**src/rtl/adcpm_pkg.sv**
```systemverilog
// adcpm_pkg: shared constants and types for the converter control link
// assumes a single 200 MHz system clock on both ends
package adcpm_pkg;
    localparam int unsigned CLK_MHZ          = 200;
    localparam int unsigned RES_BITS         = 12;
    localparam int unsigned WORD_BITS        = RES_BITS + 1;
    localparam int unsigned NAP_WAKE_NS      = 350;
    localparam int unsigned NAP_WAKE_CYC     = (NAP_WAKE_NS * CLK_MHZ + 999) / 1000;
    localparam int unsigned SLEEP_WAKE_US    = 4000;
    localparam int unsigned SLEEP_WAKE_CYC   = SLEEP_WAKE_US * CLK_MHZ;
    localparam int unsigned CONVERSION_STROBE_CYC         = 14;
    localparam int unsigned SCLK_DIV         = 8;
    localparam logic [2:0]  PULSE_RST        = 3'h0;
    localparam logic [2:0]  PULSE_NAP        = 3'h2;
    localparam logic [2:0]  PULSE_SLEEP      = 3'h4;
    localparam logic [11:0] BIP_MAX_CODE     = 12'h7ff;

    typedef enum logic [1:0] {
        ADCPM_ACTIVE = 2'b00,
        ADCPM_NAP    = 2'b01,
        ADCPM_SLEEP  = 2'b11
    } adcpm_power_t;
endpackage

```
**src/rtl/adcpm_if.sv**
```systemverilog
// adcpm_if: three-wire serial link between converter and host
// assumes both ends on clk_sys; the host drives sclk and strobe
`timescale 1ns/1ps
interface adcpm_if;
    logic sclk;
    logic conversion_strobe;
    logic dout;

    modport dev  (input sclk, input conversion_strobe, output dout);
    modport host (output sclk, output conversion_strobe, input dout);
endinterface

```
**src/rtl/adcpm_device.sv**
```systemverilog
// adcpm_device: digital control of the serial converter
// assumes the comparator is strobed on clk_sys beside the trial word; vss and vref are async
// Operation
// - power-up lands in active, ready to convert
// - clock low, two strobes: light power-down
// - clock low, four strobes: deep sleep
// - light power-down keeps the reference powered
// - deep sleep powers off the reference too
// - serial clock rising edge wakes device
// - light power-down recovery takes 350 ns
// - deep sleep recovery about 4 ms
// - settled flag leads the output word
// - low reference pin forces flag low
// - negative supply below ground selects bipolar
// - unipolar result is natural binary
// - bipolar result is two's complement
// - host idles or isolates bus during conversion
// - strobe rise starts, clears register, no restart
// - bits resolved from msb down to lsb
// - data changes and is captured on rising clock
`timescale 1ns/1ps
module adcpm_device #(
    parameter int unsigned SLEEP_WAKE_CYC = adcpm_pkg::SLEEP_WAKE_CYC
) (
    input  wire logic clk_sys,        // system clock
    input  wire logic rst,            // sync reset, active high
    adcpm_if.dev      link,           // serial link
    input  wire logic comp_high,      // comparator: input above dac trial
    input  wire logic vss_below_gnd,  // negative supply below ground
    input  wire logic vref_low,       // reference pin held below nominal
    output logic      ref_powered,    // internal reference supply on
    output logic      core_powered,   // converter circuitry supply on
    output logic      bipolar,        // coding mode in use
    output logic [11:0] dac_trial     // trial word to the capacitive dac
);
    // the settle counter is 23 bits wide
    if (SLEEP_WAKE_CYC < 1 || SLEEP_WAKE_CYC > 32'h007fffff) begin : g_bad_wake
        $error("SLEEP_WAKE_CYC must fit the settle counter");
    end

    typedef enum logic [1:0] {
        ADCPM_IDLE  = 2'b00,
        ADCPM_CONVERSION_STROBE  = 2'b01,
        ADCPM_SHIFT = 2'b11
    } adcpm_seq_t;

    // ---------------------------------------------------------------
    // synchronisers
    // ---------------------------------------------------------------
    // the comparator answers the trial word within the cycle, so it is read directly:
    // two sync stages on it would judge each bit against an older trial
    logic [1:0] s_sclk, s_strb, s_vss, s_vref;
    always_ff @(posedge clk_sys) begin
        s_sclk <= {s_sclk[0], link.sclk};
        s_strb <= {s_strb[0], link.conversion_strobe};
        s_vss  <= {s_vss[0], vss_below_gnd};
        s_vref <= {s_vref[0], vref_low};
    end

    // ---------------------------------------------------------------
    // state
    // ---------------------------------------------------------------
    logic                 sclk_d_reg, strb_d_reg;
    adcpm_pkg::adcpm_power_t pwr_reg, pwr_next;
    logic [2:0]           pulses_reg, pulses_next;
    logic [22:0]          settle_reg, settle_next;
    logic                 settled_reg, settled_next;
    adcpm_seq_t           seq_reg, seq_next;
    logic [3:0]           bit_reg, bit_next;
    logic [11:0]          sar_reg, sar_next;
    logic [12:0]          shreg_reg, shreg_next;
    logic                 dout_reg, dout_next;
    logic                 bip_reg, bip_next;

    wire sclk_rise = s_sclk[1] & ~sclk_d_reg;
    wire strb_rise = s_strb[1] & ~strb_d_reg;

    // ---------------------------------------------------------------
    // power mode and conversion sequencing
    // ---------------------------------------------------------------
    always_comb begin
        pwr_next     = pwr_reg;
        pulses_next  = pulses_reg;
        settle_next  = settle_reg;
        settled_next = settled_reg;
        seq_next     = seq_reg;
        bit_next     = bit_reg;
        sar_next     = sar_reg;
        shreg_next   = shreg_reg;
        dout_next    = dout_reg;
        bip_next     = s_vss[1];
        // counting down first lets a wake in the same cycle win the reload
        if (settle_reg != 23'h0) begin
            settle_next = settle_reg - 23'h1;
            if (settle_reg == 23'h1) settled_next = 1'b1;
        end
        if (sclk_rise) begin
            pulses_next = adcpm_pkg::PULSE_RST;
            if (pwr_reg != adcpm_pkg::ADCPM_ACTIVE) begin
                // nap keeps reference up, so only core wakes; sleep restarts settle
                settle_next = (pwr_reg == adcpm_pkg::ADCPM_SLEEP) ?
                    23'(SLEEP_WAKE_CYC) : 23'(adcpm_pkg::NAP_WAKE_CYC);
                if (pwr_reg == adcpm_pkg::ADCPM_SLEEP) settled_next = 1'b0;
                pwr_next = adcpm_pkg::ADCPM_ACTIVE;
            end
        end else if (strb_rise && !s_sclk[1]) begin
            // counted whatever the sequencer does: pulse one has already started a conversion
            if (pulses_reg != adcpm_pkg::PULSE_SLEEP) pulses_next = pulses_reg + 3'h1;
            if (pulses_reg + 3'h1 >= adcpm_pkg::PULSE_SLEEP)
                pwr_next = adcpm_pkg::ADCPM_SLEEP;
            else if (pulses_reg + 3'h1 >= adcpm_pkg::PULSE_NAP)
                pwr_next = adcpm_pkg::ADCPM_NAP;
        end
        unique case (seq_reg)
            ADCPM_IDLE: begin
                // a strobe rise starts conversion; power-down pulses also land here
                if (strb_rise && pwr_reg == adcpm_pkg::ADCPM_ACTIVE) begin
                    sar_next = 12'h800;
                    bit_next = 4'(adcpm_pkg::RES_BITS - 1);
                    bip_next = s_vss[1];
                    seq_next = ADCPM_CONVERSION_STROBE;
                end
            end
            ADCPM_CONVERSION_STROBE: begin
                // strobe ignored here: no restart mid conversion
                if (!comp_high) sar_next[bit_reg] = 1'b0;
                if (bit_reg != 4'h0) sar_next[bit_reg - 4'h1] = 1'b1;
                if (bit_reg == 4'h0) begin
                    // unipolar is straight binary, bipolar flips the msb
                    shreg_next = {settled_reg & ~s_vref[1],
                                  sar_next[11] ^ bip_reg, sar_next[10:0]};
                    seq_next   = ADCPM_SHIFT;
                    bit_next   = 4'(adcpm_pkg::WORD_BITS);
                end else begin
                    bit_next = bit_reg - 4'h1;
                end
            end
            ADCPM_SHIFT: begin
                if (sclk_rise) begin
                    dout_next  = shreg_reg[12];
                    shreg_next = {shreg_reg[11:0], 1'b0};
                    bit_next   = bit_reg - 4'h1;
                    if (bit_reg == 4'h1) seq_next = ADCPM_IDLE;
                end
            end
            default: seq_next = ADCPM_IDLE;
        endcase
        // a power-down train drops the conversion that its first pulse started,
        // so the next strobe after wake-up finds the sequencer idle
        if (pwr_next != adcpm_pkg::ADCPM_ACTIVE) seq_next = ADCPM_IDLE;
    end

    always_ff @(posedge clk_sys) begin
        if (rst) begin
            sclk_d_reg  <= 1'b0;
            strb_d_reg  <= 1'b0;
            pwr_reg     <= adcpm_pkg::ADCPM_ACTIVE;
            pulses_reg  <= adcpm_pkg::PULSE_RST;
            settle_reg  <= 23'h0;
            settled_reg <= 1'b1;
            seq_reg     <= ADCPM_IDLE;
            bit_reg     <= 4'h0;
            sar_reg     <= 12'h0;
            shreg_reg   <= 13'h0;
            dout_reg    <= 1'b0;
            bip_reg     <= 1'b0;
        end else begin
            sclk_d_reg  <= s_sclk[1];
            strb_d_reg  <= s_strb[1];
            pwr_reg     <= pwr_next;
            pulses_reg  <= pulses_next;
            settle_reg  <= settle_next;
            settled_reg <= settled_next;
            seq_reg     <= seq_next;
            bit_reg     <= bit_next;
            sar_reg     <= sar_next;
            shreg_reg   <= shreg_next;
            dout_reg    <= dout_next;
            bip_reg     <= bip_next;
        end
    end

    assign link.dout    = dout_reg;
    assign ref_powered  = (pwr_reg != adcpm_pkg::ADCPM_SLEEP);
    assign core_powered = (pwr_reg == adcpm_pkg::ADCPM_ACTIVE);
    assign bipolar      = bip_reg;
    assign dac_trial    = sar_reg;
endmodule

```
**src/flat_wrapper.sv**
```systemverilog
// flat-port wrapper written by rule: the top's interface ports become plain ports
module adcpm_device_flat 
#(
    parameter int unsigned SLEEP_WAKE_CYC = adcpm_pkg::SLEEP_WAKE_CYC
)
  (clk_sys, rst, comp_high, vss_below_gnd, vref_low, ref_powered, core_powered, bipolar, dac_trial, link_sclk, link_conversion_strobe, link_dout);
  adcpm_if link_i ();
  input  wire logic clk_sys;
  input  wire logic rst;
  input  wire logic comp_high;
  input  wire logic vss_below_gnd;
  input  wire logic vref_low;
  output logic ref_powered;
  output logic core_powered;
  output logic bipolar;
  output logic [11:0] dac_trial;
  input wire logic [$bits(link_i.sclk)-1:0] link_sclk;
  input wire logic [$bits(link_i.conversion_strobe)-1:0] link_conversion_strobe;
  output wire logic [$bits(link_i.dout)-1:0] link_dout;
  assign link_i.sclk = link_sclk;
  assign link_i.conversion_strobe = link_conversion_strobe;
  assign link_dout = link_i.dout;
  adcpm_device #(.SLEEP_WAKE_CYC(SLEEP_WAKE_CYC)) u_core (.clk_sys(clk_sys), .rst(rst), .link(link_i), .comp_high(comp_high), .vss_below_gnd(vss_below_gnd), .vref_low(vref_low), .ref_powered(ref_powered), .core_powered(core_powered), .bipolar(bipolar), .dac_trial(dac_trial));
endmodule
```
**config.mk**
```make
export PLATFORM = sky130hd
export DESIGN_NAME = adcpm_device_flat
export DESIGN_NICKNAME = d
export VERILOG_FILES = /design/src/rtl/adcpm_pkg.sv /design/src/rtl/adcpm_if.sv /design/src/rtl/adcpm_device.sv /design/src/flat_wrapper.sv
export SDC_FILE = /design/constraint.sdc
export NUM_CORES = 1
export LEC_CHECK = 0
export ABC_AREA = 1
export BUFFER_PORTS_ARGS = -buffer_cell sky130_fd_sc_hd__buf_4
export CORE_MARGIN = 2
export CORE_UTILIZATION = 25
export DETAILED_ROUTE_END_ITERATION = 10
export PLACE_DENSITY = 0.41
export REMOVE_ABC_BUFFERS = 1
export SETUP_SLACK_MARGIN = 0.15
export SLEW_MARGIN = 20
export SYNTH_ARGS = -nofsm -noshare
export SYNTH_HDL_FRONTEND = slang
export SYNTH_SLANG_ARGS = --single-unit
export TNS_END_PERCENT = 30
```
**constraint.sdc**
```tcl
create_clock -name clk_sys -period 4.1 [get_ports clk_sys]
set_input_delay 0.82 -clock clk_sys [delete_from_list [all_inputs] [get_ports clk_sys]]
set_output_delay 0.82 -clock clk_sys [all_outputs]
set_load 0.03 [all_outputs]
```
==> run metrics, run 1 <==
final RePlAce weighted congestion=0.8369; first-pass GRT wire length=15350 um; hold endpoint=u_core.s_sclk[1]$_DFF_P_; Final Instance Area=0.004158 mm^2; Inserted Diodes=0; Post-Syn Instances=503; Hold Crit Class=reg -> reg; WP buf/inv=1; Initial Utilization=0.2569; TritonRoute pass-1 iters=4; # resized after CTS=0; DR iter-0 viols=155; headroom to the max-slew limit=0.6518; Worst Setup Path Type=reg -> out; maximum vdd drop=0.0001953 V; hold_sp=u_core.s_sclk[0]$_DFF_P_; startpoint types=register; top cells by area, synth=dfxtp_1 (40%), nand2_1 (14%), nor2_1 (6.7%), a21oi_1 (5.9%), o21ai_0 (4.2%); clk buf depth=2; drt wl/cell=12.85 um; R2R cell count=8; drt drc=0; Post-CTS Setup Bufs=0; Placed Cells=692; Setup WS pre-CTS=2.147 ns; final core occ=0.2984; vias in the first global route=3074; CP cell instances=nor2_1 -> buf_4; reg2reg end=u_core.shreg_reg[4]$_SDFFE_PP0P_; clock sinks=72; P&R area growth vs syn=16.15%; worst path required time=3.28 ns; CTS Buf Count=9; leading area contributor after synthesis=dfxtp_1; largest net degree at the start of global routing=30; Yosys top cell area share=0.4027; ys async rst share=0; Syn Area/Cell=7.117 um^2; clock-pin slew on the worst setup and hold paths=0.05 ns; antenna violations before repair=0; FF-to-FF Start=u_core.bit_reg[0]$_SDFFE_PP0P_; Final ANT Viol Nets=0; Die W=123.7 um; root buf cell=clkbuf_16; WL final=9084 um; gr usage total=0.1312; Yosys reg bits=72; CP Capture Type=output pin; IO Port Bufs=22; final setup fails=0; Seq/Total Area, Yosys=0.4027; Overflow after GRT=0; share of layout cells above drive strength 1=0.1233; via total after detailed routing=3161; Ports=23; Hold Vio Cnt, Final=0; Worst Path Max Fanout=3; core area=0.01393 mm^2; Slew Limit Fails=0; Arr. time, crit path=1.11 ns; setup repair after global routing missed its margin=false; Power Dens Cells=652.9 mW/mm^2; top cells by count, synth=nand2_1 (138), dfxtp_1 (72), nor2_1 (64), a21oi_1 (42), inv_1 (36); Fmax=517.7 MHz; Setup TNS Final=0 ns; hold buffer count at CTS=0; clock latency on the worst-skew pair=0.34 ns; nets=540; leakage power=1.816 nW; vias per cell=4.471; Detail Placement HPWL=6709 um; H-tree Lvls=3; Max Cap Viol=0; status=finished, final reports clean; Worst-Margin Slew=0.5186 ns; Register-to-Register Setup Slack=2.21 ns; Hold Path Depth=0; number of synthesized flops with an enable pin=0; Design Power=2.715 mW; Clock Skew=0.005384 ns; Die Area=0.01529 mm^2; DP Area=0.003890 mm^2; Die Y=123.7 um; Yosys warnings=0; post-route insts no fill=707; Final min period=1.931 ns; final period utilization=0.4711; Min Hold Slack=0.3235 ns; slowest library cell on the worst path=dfxtp_1; Site Rows=43; CP max stage delay=0.32 ns; Synth cell types=32; Crit path max-delay family=flip-flops; Synth Cell Area=0.003580 mm^2; Main synth FF type=dfxtp_1; final setup margin=2.169 ns; CTS tree=done; max reg flops=23; most common cell in the synthesized netlist=nand2_1
==> worst max path at each step <==
stage                                               from                          endpoint  slack, ns  depth (start not counted)
after floorplan             u_core.pwr_reg[1]$_SDFF_PP0_    u_core.bit_reg[2]$_SDFFE_PP0P_       2.42                          8
after global placement                               rst   u_core.settle_reg[5]$_SDFF_PP0_       2.18                          4
after detailed placement                             rst   u_core.settle_reg[5]$_SDFF_PP0_       2.15                          4
after CTS                   u_core.pwr_reg[1]$_SDFF_PP0_                      core_powered       2.15                          2
after global routing      u_core.bit_reg[0]$_SDFFE_PP0P_  u_core.dac_trial[6]$_SDFFE_PP0P_       2.00                          8
final                       u_core.pwr_reg[1]$_SDFF_PP0_                      core_powered       2.17                          2
==> layout by cell type (no fill, tap or decap) <==
cell	n
inv_1	36
o21bai_1	1
nand2_4	1
nand3_1	21
nand2_1	138
nor2_4	3
nand3b_1	9
ha_1	10
clkbuf_16	9
nand4_1	5
nor2_1	64
clkbuf_8	2
clkbuf_1	4
o21ai_0	30
a31oi_1	3
buf_4	22
nand3_2	2
nor2_2	9
dfxtp_1	72
nand2_2	4
nor3b_1	1
xnor2_1	8
nor4_1	1
nand3_4	1
a21oi_1	42
o21ai_1	3
inv_2	5
xor2_1	9
nor3_1	4
a211oi_1	1
a21oi_2	7
==> per-layer routing <==
layer	GRT usage	up-vias	share of wire
li1	-	1660	-
met1	0.1768	1433	0.51
met2	0.1951	51	0.43
met3	0.03251	17	0.040
met4	0.06392	0	0.023
met5	0	-	0
==> worst register-to-register path, delay by kind of cell, from the launching register on <==
family                     cells  cell delay [ns]
xor gates and xnor gates       1             0.46
DFF                            1             0.40
adders and majority gates      1             0.30
buffers and inverters          2             0.27
and+or+nand+nor                3             0.27
AOI/OAI and AO/OA              1             0.07
==> area by class of cell <==
cell class                 count  area [um^2]
clock buffer                  15        267.8
fill                        1515         9777
inverter                      41        153.9
multi-input combinational    377         1904
sequential                    72         1441
tap                          180        225.2
timing repair buffer          22        165.2
==> power by group <==
| part | total, mW | switching [mW] | internal [mW] |
|---|---|---|---|
| combinational | 1.07 | 0.704 | 0.367 |
| clock | 0.726 | 0.286 | 0.440 |
| sequential | 0.918 | 0.104 | 0.814 |
| total | 2.71 | 1.09 | 1.62 |
==> kinds of logic after synthesis <==
family,after synthesis,share of synthesized area
buffers and inverters,54,0.06536
XOR/XNOR,17,0.04160
AO/OA/AOI/OAI,87,0.1314
adder cells (fa/ha/maj),10,0.03495
flip-flops,72,0.4027
AND/OR/NAND/NOR,263,0.3240
(Power assumes the default switching activity.)
==> run 2, diff against run 1 <==
- ABC_AREA: 1 -> 0
- PLACE_DENSITY: 0.41 -> 0.42
- clock period: 4.1 -> 1.6 ns (I/O delays scaled with it)
==> run 2 against run 1 <==
Effect of this change:
- the run now ends with negative setup slack left
- global-route usage is 1.2 points higher
- synthesized cell count is 20% lower
- sequential share of layout area is 7.4 points lower
- critical path type is now reg -> reg
- final cell count is 1.7% lower
- sequential cell count stayed put
- synthesized area is 4.3% lower
- count of clock-buffer cells in the layout is 4 lower
- largest cell class unchanged
- non-clock buffer count is 97 higher
==> run metrics, run 2 <==
status=finished, violations left; failing checks=negative setup slack; Post-Syn Instances=403 (-20%); hold buffer count at CTS=0 (unchanged); Die Y=121.1 um (-2.1%); maximum vdd drop=0.0007966 V (+310%); leakage power=2.096 nW (+15%); via total after detailed routing=3273 (+3.5%); Setup TNS Final=-5.207 ns (-5.207 ns); global route hottest layer=met2; Final Instance Area=0.005328 mm^2 (+28%); Hold Vio Cnt, Final=0 (unchanged); max reg flops=23 (unchanged); Die W=121.1 um (-2.1%); final setup fails=24 (+24); CP cell instances=or4_4 -> nor4_4 -> buf_6 -> nand2_4 -> mux2_4 -> o21ai_2; root buf cell=clkbuf_16; Yosys top cell area share=0.4207 (+0.01809); commonest cells after routing, fill and taps aside=buf_4 (104), dfxtp_1 (63), nor2_1 (39), nand2_1 (30), a21oi_1 (24); number of synthesized flops with an enable pin=0 (unchanged); Overflow after GRT=0 (unchanged); gr usage total=0.1435 (+0.01223); Power Dens Cells=1637 mW/mm^2 (+150%); first-pass GRT wire length=16480 um (+7.4%); met3 Use GR=0.03008 (-0.002434); drt drc=0 (unchanged); Placed Cells=676 (-2.3%); IO Port Bufs=22 (unchanged); CP max stage delay=0.55 ns (+0.23 ns); vias in the first global route=3330 (+8.3%); H-tree Lvls=3 (unchanged); Seq/Total Area, Yosys=0.4207 (+0.01809); ys async rst share=0 (unchanged); Synth Cell Area=0.003426 mm^2 (-4.3%); Initial Utilization=0.2577 (+0.0007785); Syn Area/Cell=8.501 um^2 (+19%); clk buf depth=2 (unchanged); Crit path max-delay family=simple AND/OR/NAND/NOR gates; met2 usage=0.2251 (+0.03002); final RePlAce weighted congestion=0.8698 (+3.9%); Slew Limit Fails=0 (unchanged); CTS Buf Count=9 (unchanged); worst path required time=1.87 ns (-1.41 ns); post-route insts no fill=695 (-1.7%); largest net degree at the start of global routing=20 (-33%); WL final=9846 um (+8.4%); clock sinks=72 (unchanged); Yosys warnings=0 (unchanged); Detail Placement HPWL=7147 um (+6.5%); setup repair after global routing missed its margin=true; CP Capture Type=register; Worst-Margin Slew=0.3804 ns (-0.1382 ns); Worst Path Max Fanout=7 (+4); vias per cell=4.709 (+5.3%); nets=532 (-1.5%); Clock Skew=0.003278 ns (-0.002106 ns); DP Area=0.004447 mm^2 (+14%); core area=0.01330 mm^2 (-4.6%); Final ANT Viol Nets=0 (unchanged); clock latency on the worst-skew pair=0.33 ns (about the same); startpoint types=register; leading area contributor after synthesis=dfxtp_1; Die Area=0.01466 mm^2 (-4.2%); CTS tree=done; Main synth FF type=dfxtp_1; Max Cap Viol=0 (unchanged); WP buf/inv=1 (unchanged); final setup margin=-0.3020 ns (-2.471 ns); Arr. time, crit path=2.17 ns (+1.06 ns); commonest non-fill, non-tap cell in the layout=buf_4; final period utilization=1.189; Fmax=525.8 MHz; P&R area growth vs syn=55.51%; top cells by area, synth=dfxtp_1 (42%), nor2_1 (5.6%), a21oi_1 (5.0%), nand2_1 (4.1%), xnor2_1 (3.8%); Synth cell types=55 (+72%); Inserted Diodes=0 (unchanged); most common cell in the synthesized netlist=dfxtp_1; top cells by count, synth=dfxtp_1 (72), nor2_1 (51), nand2_1 (37), a21oi_1 (34), o21ai_0 (24); Yosys reg bits=72 (unchanged); antenna violations before repair=0 (unchanged); Hold Crit Class=in -> reg; Site Rows=42 (-2.3%); DR iter-0 viols=135 (-13%); drt wl/cell=14.17 um (+10%); Final min period=1.902 ns; clock-pin slew on the worst setup and hold paths=0.06 ns (about the same); Ports=23 (unchanged); TritonRoute pass-1 iters=4 (unchanged); slowest library cell on the worst path=or4_4; headroom to the max-slew limit=0.7441 (+0.09234); Worst Setup Path Type=reg -> reg; GR Layer Usage met1=0.1926 (+0.01576); share of layout cells above drive strength 1=0.4566 (+0.3333)
run 2: cell types whose count changed in the layout (fill, tap and decap cells not counted), moves of 13 or more:
| cell | previous run | this run |
|---|---|---|
| inv_1 | 36 | 8 |
| buf_4 | 22 | 104 |
| nand3_1 | 21 | 6 |
| nand2_1 | 138 | 30 |
| buf_6 | 0 | 13 |
| nor2_1 | 64 | 39 |
| a21oi_1 | 42 | 24 |
| o21ai_0 | 30 | 7 |
run 2: final cells by class:
type                    count  area [um^2]
fillers                  1336         7968
clock inverters             4        22.52
clock buffers              11        232.7
well taps                 176        220.2
inverters                  10        37.54
repair buffers            119        962.2
multi-input cells         303         2400
flip-flops and latches     72         1453
run 2: stage by stage:
step           total power, mW  hold WS [ns]  worst slack, ns  utilization
3_5_place_dp             5.988        0.3135          -0.3219       0.3345
4_1_cts                  8.654       0.07156          -0.3232       0.3887
2_1_floorplan            4.404        0.3096          -0.5480            -
3_3_place_gp             5.977        0.3100          -0.3074       0.3345
5_1_grt                  9.302       0.07404          -0.4093       0.4007
6_report                 8.723       0.08584          -0.3020       0.4007
run 2: worst reg2reg max path: stages (launching register included):
cell     delay [ns]
dfxtp_2        0.32
or4_4          0.55
nor4_4         0.33
buf_6          0.18
nand2_4        0.06
mux2_4         0.29
o21ai_2        0.11
run 2: path summary, 6_finish.rpt:
kind	depth (start not counted)	startpoint	to	slack (ns)
worst max register to register	6	u_core.settle_reg[20]$_SDFF_PP0_	u_core.settle_reg[1]$_SDFF_PP0_	-0.30
worst min register to register	0	u_core.s_strb[0]$_DFF_P_	u_core.s_strb[1]$_DFF_P_	0.33
worst max-delay path	6	u_core.settle_reg[20]$_SDFF_PP0_	u_core.settle_reg[1]$_SDFF_PP0_	-0.30
worst min-delay path	1	link_conversion_strobe	u_core.s_strb[0]$_DFF_P_	0.09
run 2: cell families after synthesis:
logic type / Yosys count / synth area share
AO/OA/AOI/OAI: 103 / 0.1914
flip-flops: 72 / 0.4207
AND/OR/NAND/NOR: 167 / 0.2568
multiplexers: 4 / 0.01315
buffers and inverters: 28 / 0.03287
adder cells (fa/ha/maj): 10 / 0.03652
XOR/XNOR: 19 / 0.04858
run 2: timing repair:
action | 4_1_cts | 5_1_grt
pin swaps | 52 | 37
gates resized for setup | 118 | 35
setup buffers | 4 | 0
setup endpoints to repair | 55 | 56
run 2: per-layer routing:
layer / routed length, um / up-vias
met5: 0 / -
met4: 161 / 0
met3: 261 / 13
met2: 4457 / 38
met1: 4966 / 1544
li1: - / 1678
run 2: power breakdown:
| part | switching, mW | internal (mW) | total [mW] |
|---|---|---|---|
| combinational | 2.19 | 2.43 | 4.62 |
| clock | 0.748 | 1.03 | 1.78 |
| sequential | 0.226 | 2.10 | 2.32 |
==> run 3, diff against run 2 <==
--- a/config.mk
+++ b/config.mk
@@ -8,3 +8,3 @@
 export ABC_AREA = 0
-export BUFFER_PORTS_ARGS = -buffer_cell sky130_fd_sc_hd__buf_4
+export CAP_MARGIN = 20
 export CORE_MARGIN = 2
@@ -12,3 +12,4 @@
 export DETAILED_ROUTE_END_ITERATION = 10
-export PLACE_DENSITY = 0.42
+export DONT_BUFFER_PORTS = 1
+export PLACE_DENSITY = 0.41
 export REMOVE_ABC_BUFFERS = 1
==> constraint.sdc (replaced) <==
create_clock -name clk_sys -period 1.6 [get_ports clk_sys]
set_input_delay 0.08 -clock clk_sys [delete_from_list [all_inputs] [get_ports clk_sys]]
set_output_delay 0.08 -clock clk_sys [all_outputs]
set_load 0.03 [all_outputs]
==> run 3 against run 2 <==
Effect of this change:
- the run still ends with negative setup slack left
- clock skew increased by 0.0055 ns
- worst hold slack got worse by 0.045 ns
- clock power grew 35%
- fmax is 2.3% lower
- first-iteration DRC count fell by 30%
==> run metrics, run 3 (synthesized netlist as in run 2, its figures left out) <==
Ports=23 (unchanged); fillcell total=1331 (-0.37%); root buf cell=clkbuf_16; core area=0.01330 mm^2 (unchanged); maximum vdd drop=0.001038 V (+30%); Final min period=1.947 ns (+0.04526 ns); CTS tree=done; Die Y=121.1 um (unchanged); antenna violations before repair=0 (unchanged); highest metal used=met4; Power Dens Cells=1754 mW/mm^2 (+7.1%); CP cell instances=or4_4 -> nor4_4 -> buf_4 -> nand2_4 -> mux2_4 -> o21ai_2; clock latency on the worst-skew pair=0.34 ns (about the same); final core occ=0.3956 (-0.005082); Worst Setup Path Type=reg -> reg; gr usage total=0.1449 (+0.001448); IO Port Bufs=0 (-100%); Setup WS pre-CTS=-0.3092 ns (+0.01270 ns); clock sinks=72 (unchanged); Inserted Diodes=0 (unchanged); worst path required time=1.88 ns (about the same); Initial Utilization=0.2577 (unchanged); FF-to-FF Start=u_core.settle_reg[14]$_SDFF_PP0_; commonest non-fill, non-tap cell in the layout=buf_4; Slew Limit Fails=0 (unchanged); Register-to-Register Setup Slack=-0.35 ns (-0.05 ns); Die Area=0.01466 mm^2 (unchanged); DR iter-0 viols=94 (-30%); WL final=10100 um (+2.6%); nets=526 (-1.1%); Die W=121.1 um (unchanged); Fmax=513.5 MHz (-2.3%); hold endpoint=u_core.settle_reg[1]$_SDFF_PP0_; share of layout cells above drive strength 1=0.3969 (-0.05976); final setup margin=-0.3473 ns (-0.04526 ns); startpoint types=register; CP max stage delay=0.56 ns (about the same); final setup fails=26 (+8.3%); H-tree Lvls=3 (unchanged); headroom to the max-slew limit=0.2867 (-0.4574); TritonRoute pass-1 iters=4 (unchanged); clock-pin slew on the worst setup and hold paths=0.06 ns (about the same); P&R area growth vs syn=53.54%; Site Rows=42 (unchanged); Overflow after GRT=0 (unchanged); setup repair after global routing missed its margin=true; Clock Skew=0.008794 ns (+0.005516 ns); failing checks=negative setup slack; drt drc=0 (unchanged); DR WL met2=4623 um (+3.7%); met3 routed WL=396 um (+52%); Final ANT Viol Nets=0 (unchanged); final RePlAce weighted congestion=0.7917 (-9.0%); clk buf depth=2 (unchanged); reg2reg end=u_core.settle_reg[1]$_SDFF_PP0_; vias in the first global route=3284 (-1.4%); first-pass GRT wire length=16440 um (-0.21%); hold_sp=rst; Worst Path Max Fanout=6 (-1); vias per cell=4.688 (-0.44%); via total after detailed routing=3235 (-1.2%); WL met1=4950 um (-0.32%); final period utilization=1.217 (+0.02829); slowest library cell on the worst path=or4_4; Final Instance Area=0.005260 mm^2 (-1.3%); drt wl/cell=14.63 um (+3.3%); Hold Vio Cnt, Final=0 (unchanged); Max Cap Viol=0 (unchanged); Detail Placement HPWL=7093 um (-0.76%); Hold Path Depth=3 (+2); commonest cells after routing, fill and taps aside=buf_4 (93), dfxtp_1 (65), nor2_1 (46), nand2_1 (31), a21oi_1 (26); largest net degree at the start of global routing=26 (+30%); Hold Crit Class=in -> reg; status=finished, violations left; CTS Buf Count=9 (unchanged); R2R cell count=6 (unchanged); max reg flops=23 (unchanged); Arr. time, crit path=2.22 ns (+0.05 ns); Worst-Margin Slew=1.070 ns (+0.6895 ns); DP Area=0.004362 mm^2 (-1.9%); leakage power=2.098 nW (+0.13%); CP Capture Type=register
==> run 3: metrics by stage <==
step	std cells	TNS, ns	power (mW)	hold slack [ns]
3_5_place_dp	663	-8.618	5.949	0.1078
4_1_cts	688	-5.753	8.919	0.04098
2_1_floorplan	385	-12.51	4.404	0.1077
6_report	690	-5.684	9.225	0.04086
3_3_place_gp	663	-7.490	5.935	0.1078
5_1_grt	690	-8.420	9.820	0.05695
==> run 3: routing by layer <==
metal,global-route usage,vias up
met5,0,-
met2,0.2296,39
met3,0.04182,8
met4,0.04578,0
met1,0.1896,1523
li1,-,1665
==> run 3: how the worst max path moves through the flow <==
stage	start	to	slack, ns	depth (start not counted)
floorplan	u_core.settle_reg[18]$_SDFF_PP0_	u_core.settle_reg[11]$_SDFF_PP0_	-0.55	5
global placement	u_core.settle_reg[18]$_SDFF_PP0_	u_core.settle_reg[3]$_SDFF_PP0_	-0.29	7
detailed placement	u_core.settle_reg[18]$_SDFF_PP0_	u_core.settle_reg[1]$_SDFF_PP0_	-0.31	6
CTS	u_core.settle_reg[19]$_SDFF_PP0_	u_core.settle_reg[1]$_SDFF_PP0_	-0.32	6
global route	u_core.settle_reg[14]$_SDFF_PP0_	u_core.settle_reg[1]$_SDFF_PP0_	-0.43	6
finish	u_core.settle_reg[14]$_SDFF_PP0_	u_core.settle_reg[1]$_SDFF_PP0_	-0.35	6
==> run 3: repair_timing <==
action                                 CTS  global route
gates cloned                             1             0
hold buffers                             6             0
setup endpoints to repair               54            55
buffers inserted                         2             2
pin swaps                               42            25
endpoints found under the hold margin   33             0
gates resized for setup                 88            31
==> run 3: final cells by class <==
cell class,instances,area (um^2),area share
inverters,10,37.54,0.007136
flip-flops and latches,72,1450,0.2757
multi-input cells,303,2267,0.4310
clock inverters,4,98.84,0.01879
well taps,176,220.2,0.04186
repair buffers,113,929.6,0.1767
clock buffers,12,256.5,0.04876
==> run 3: critical path, delay by kind of cell (launching register included) <==
kind / cells / cell delay [ns]
multiplexers: 1 / 0.30
flip-flops: 1 / 0.32
buffers and inverters: 1 / 0.21
AND/OR/NAND/NOR: 3 / 0.95
AO/OA/AOI/OAI: 1 / 0.10
==> run 3: power by group <==
group | switching [mW] | total (mW) | leakage, nW | internal, mW
logic | 2.21 | 4.54 | 1.33 | 2.33
clock network | 0.788 | 2.40 | 0.173 | 1.61
registers | 0.194 | 2.28 | 0.592 | 2.09
total | 3.19 | 9.22 | 2.10 | 6.04
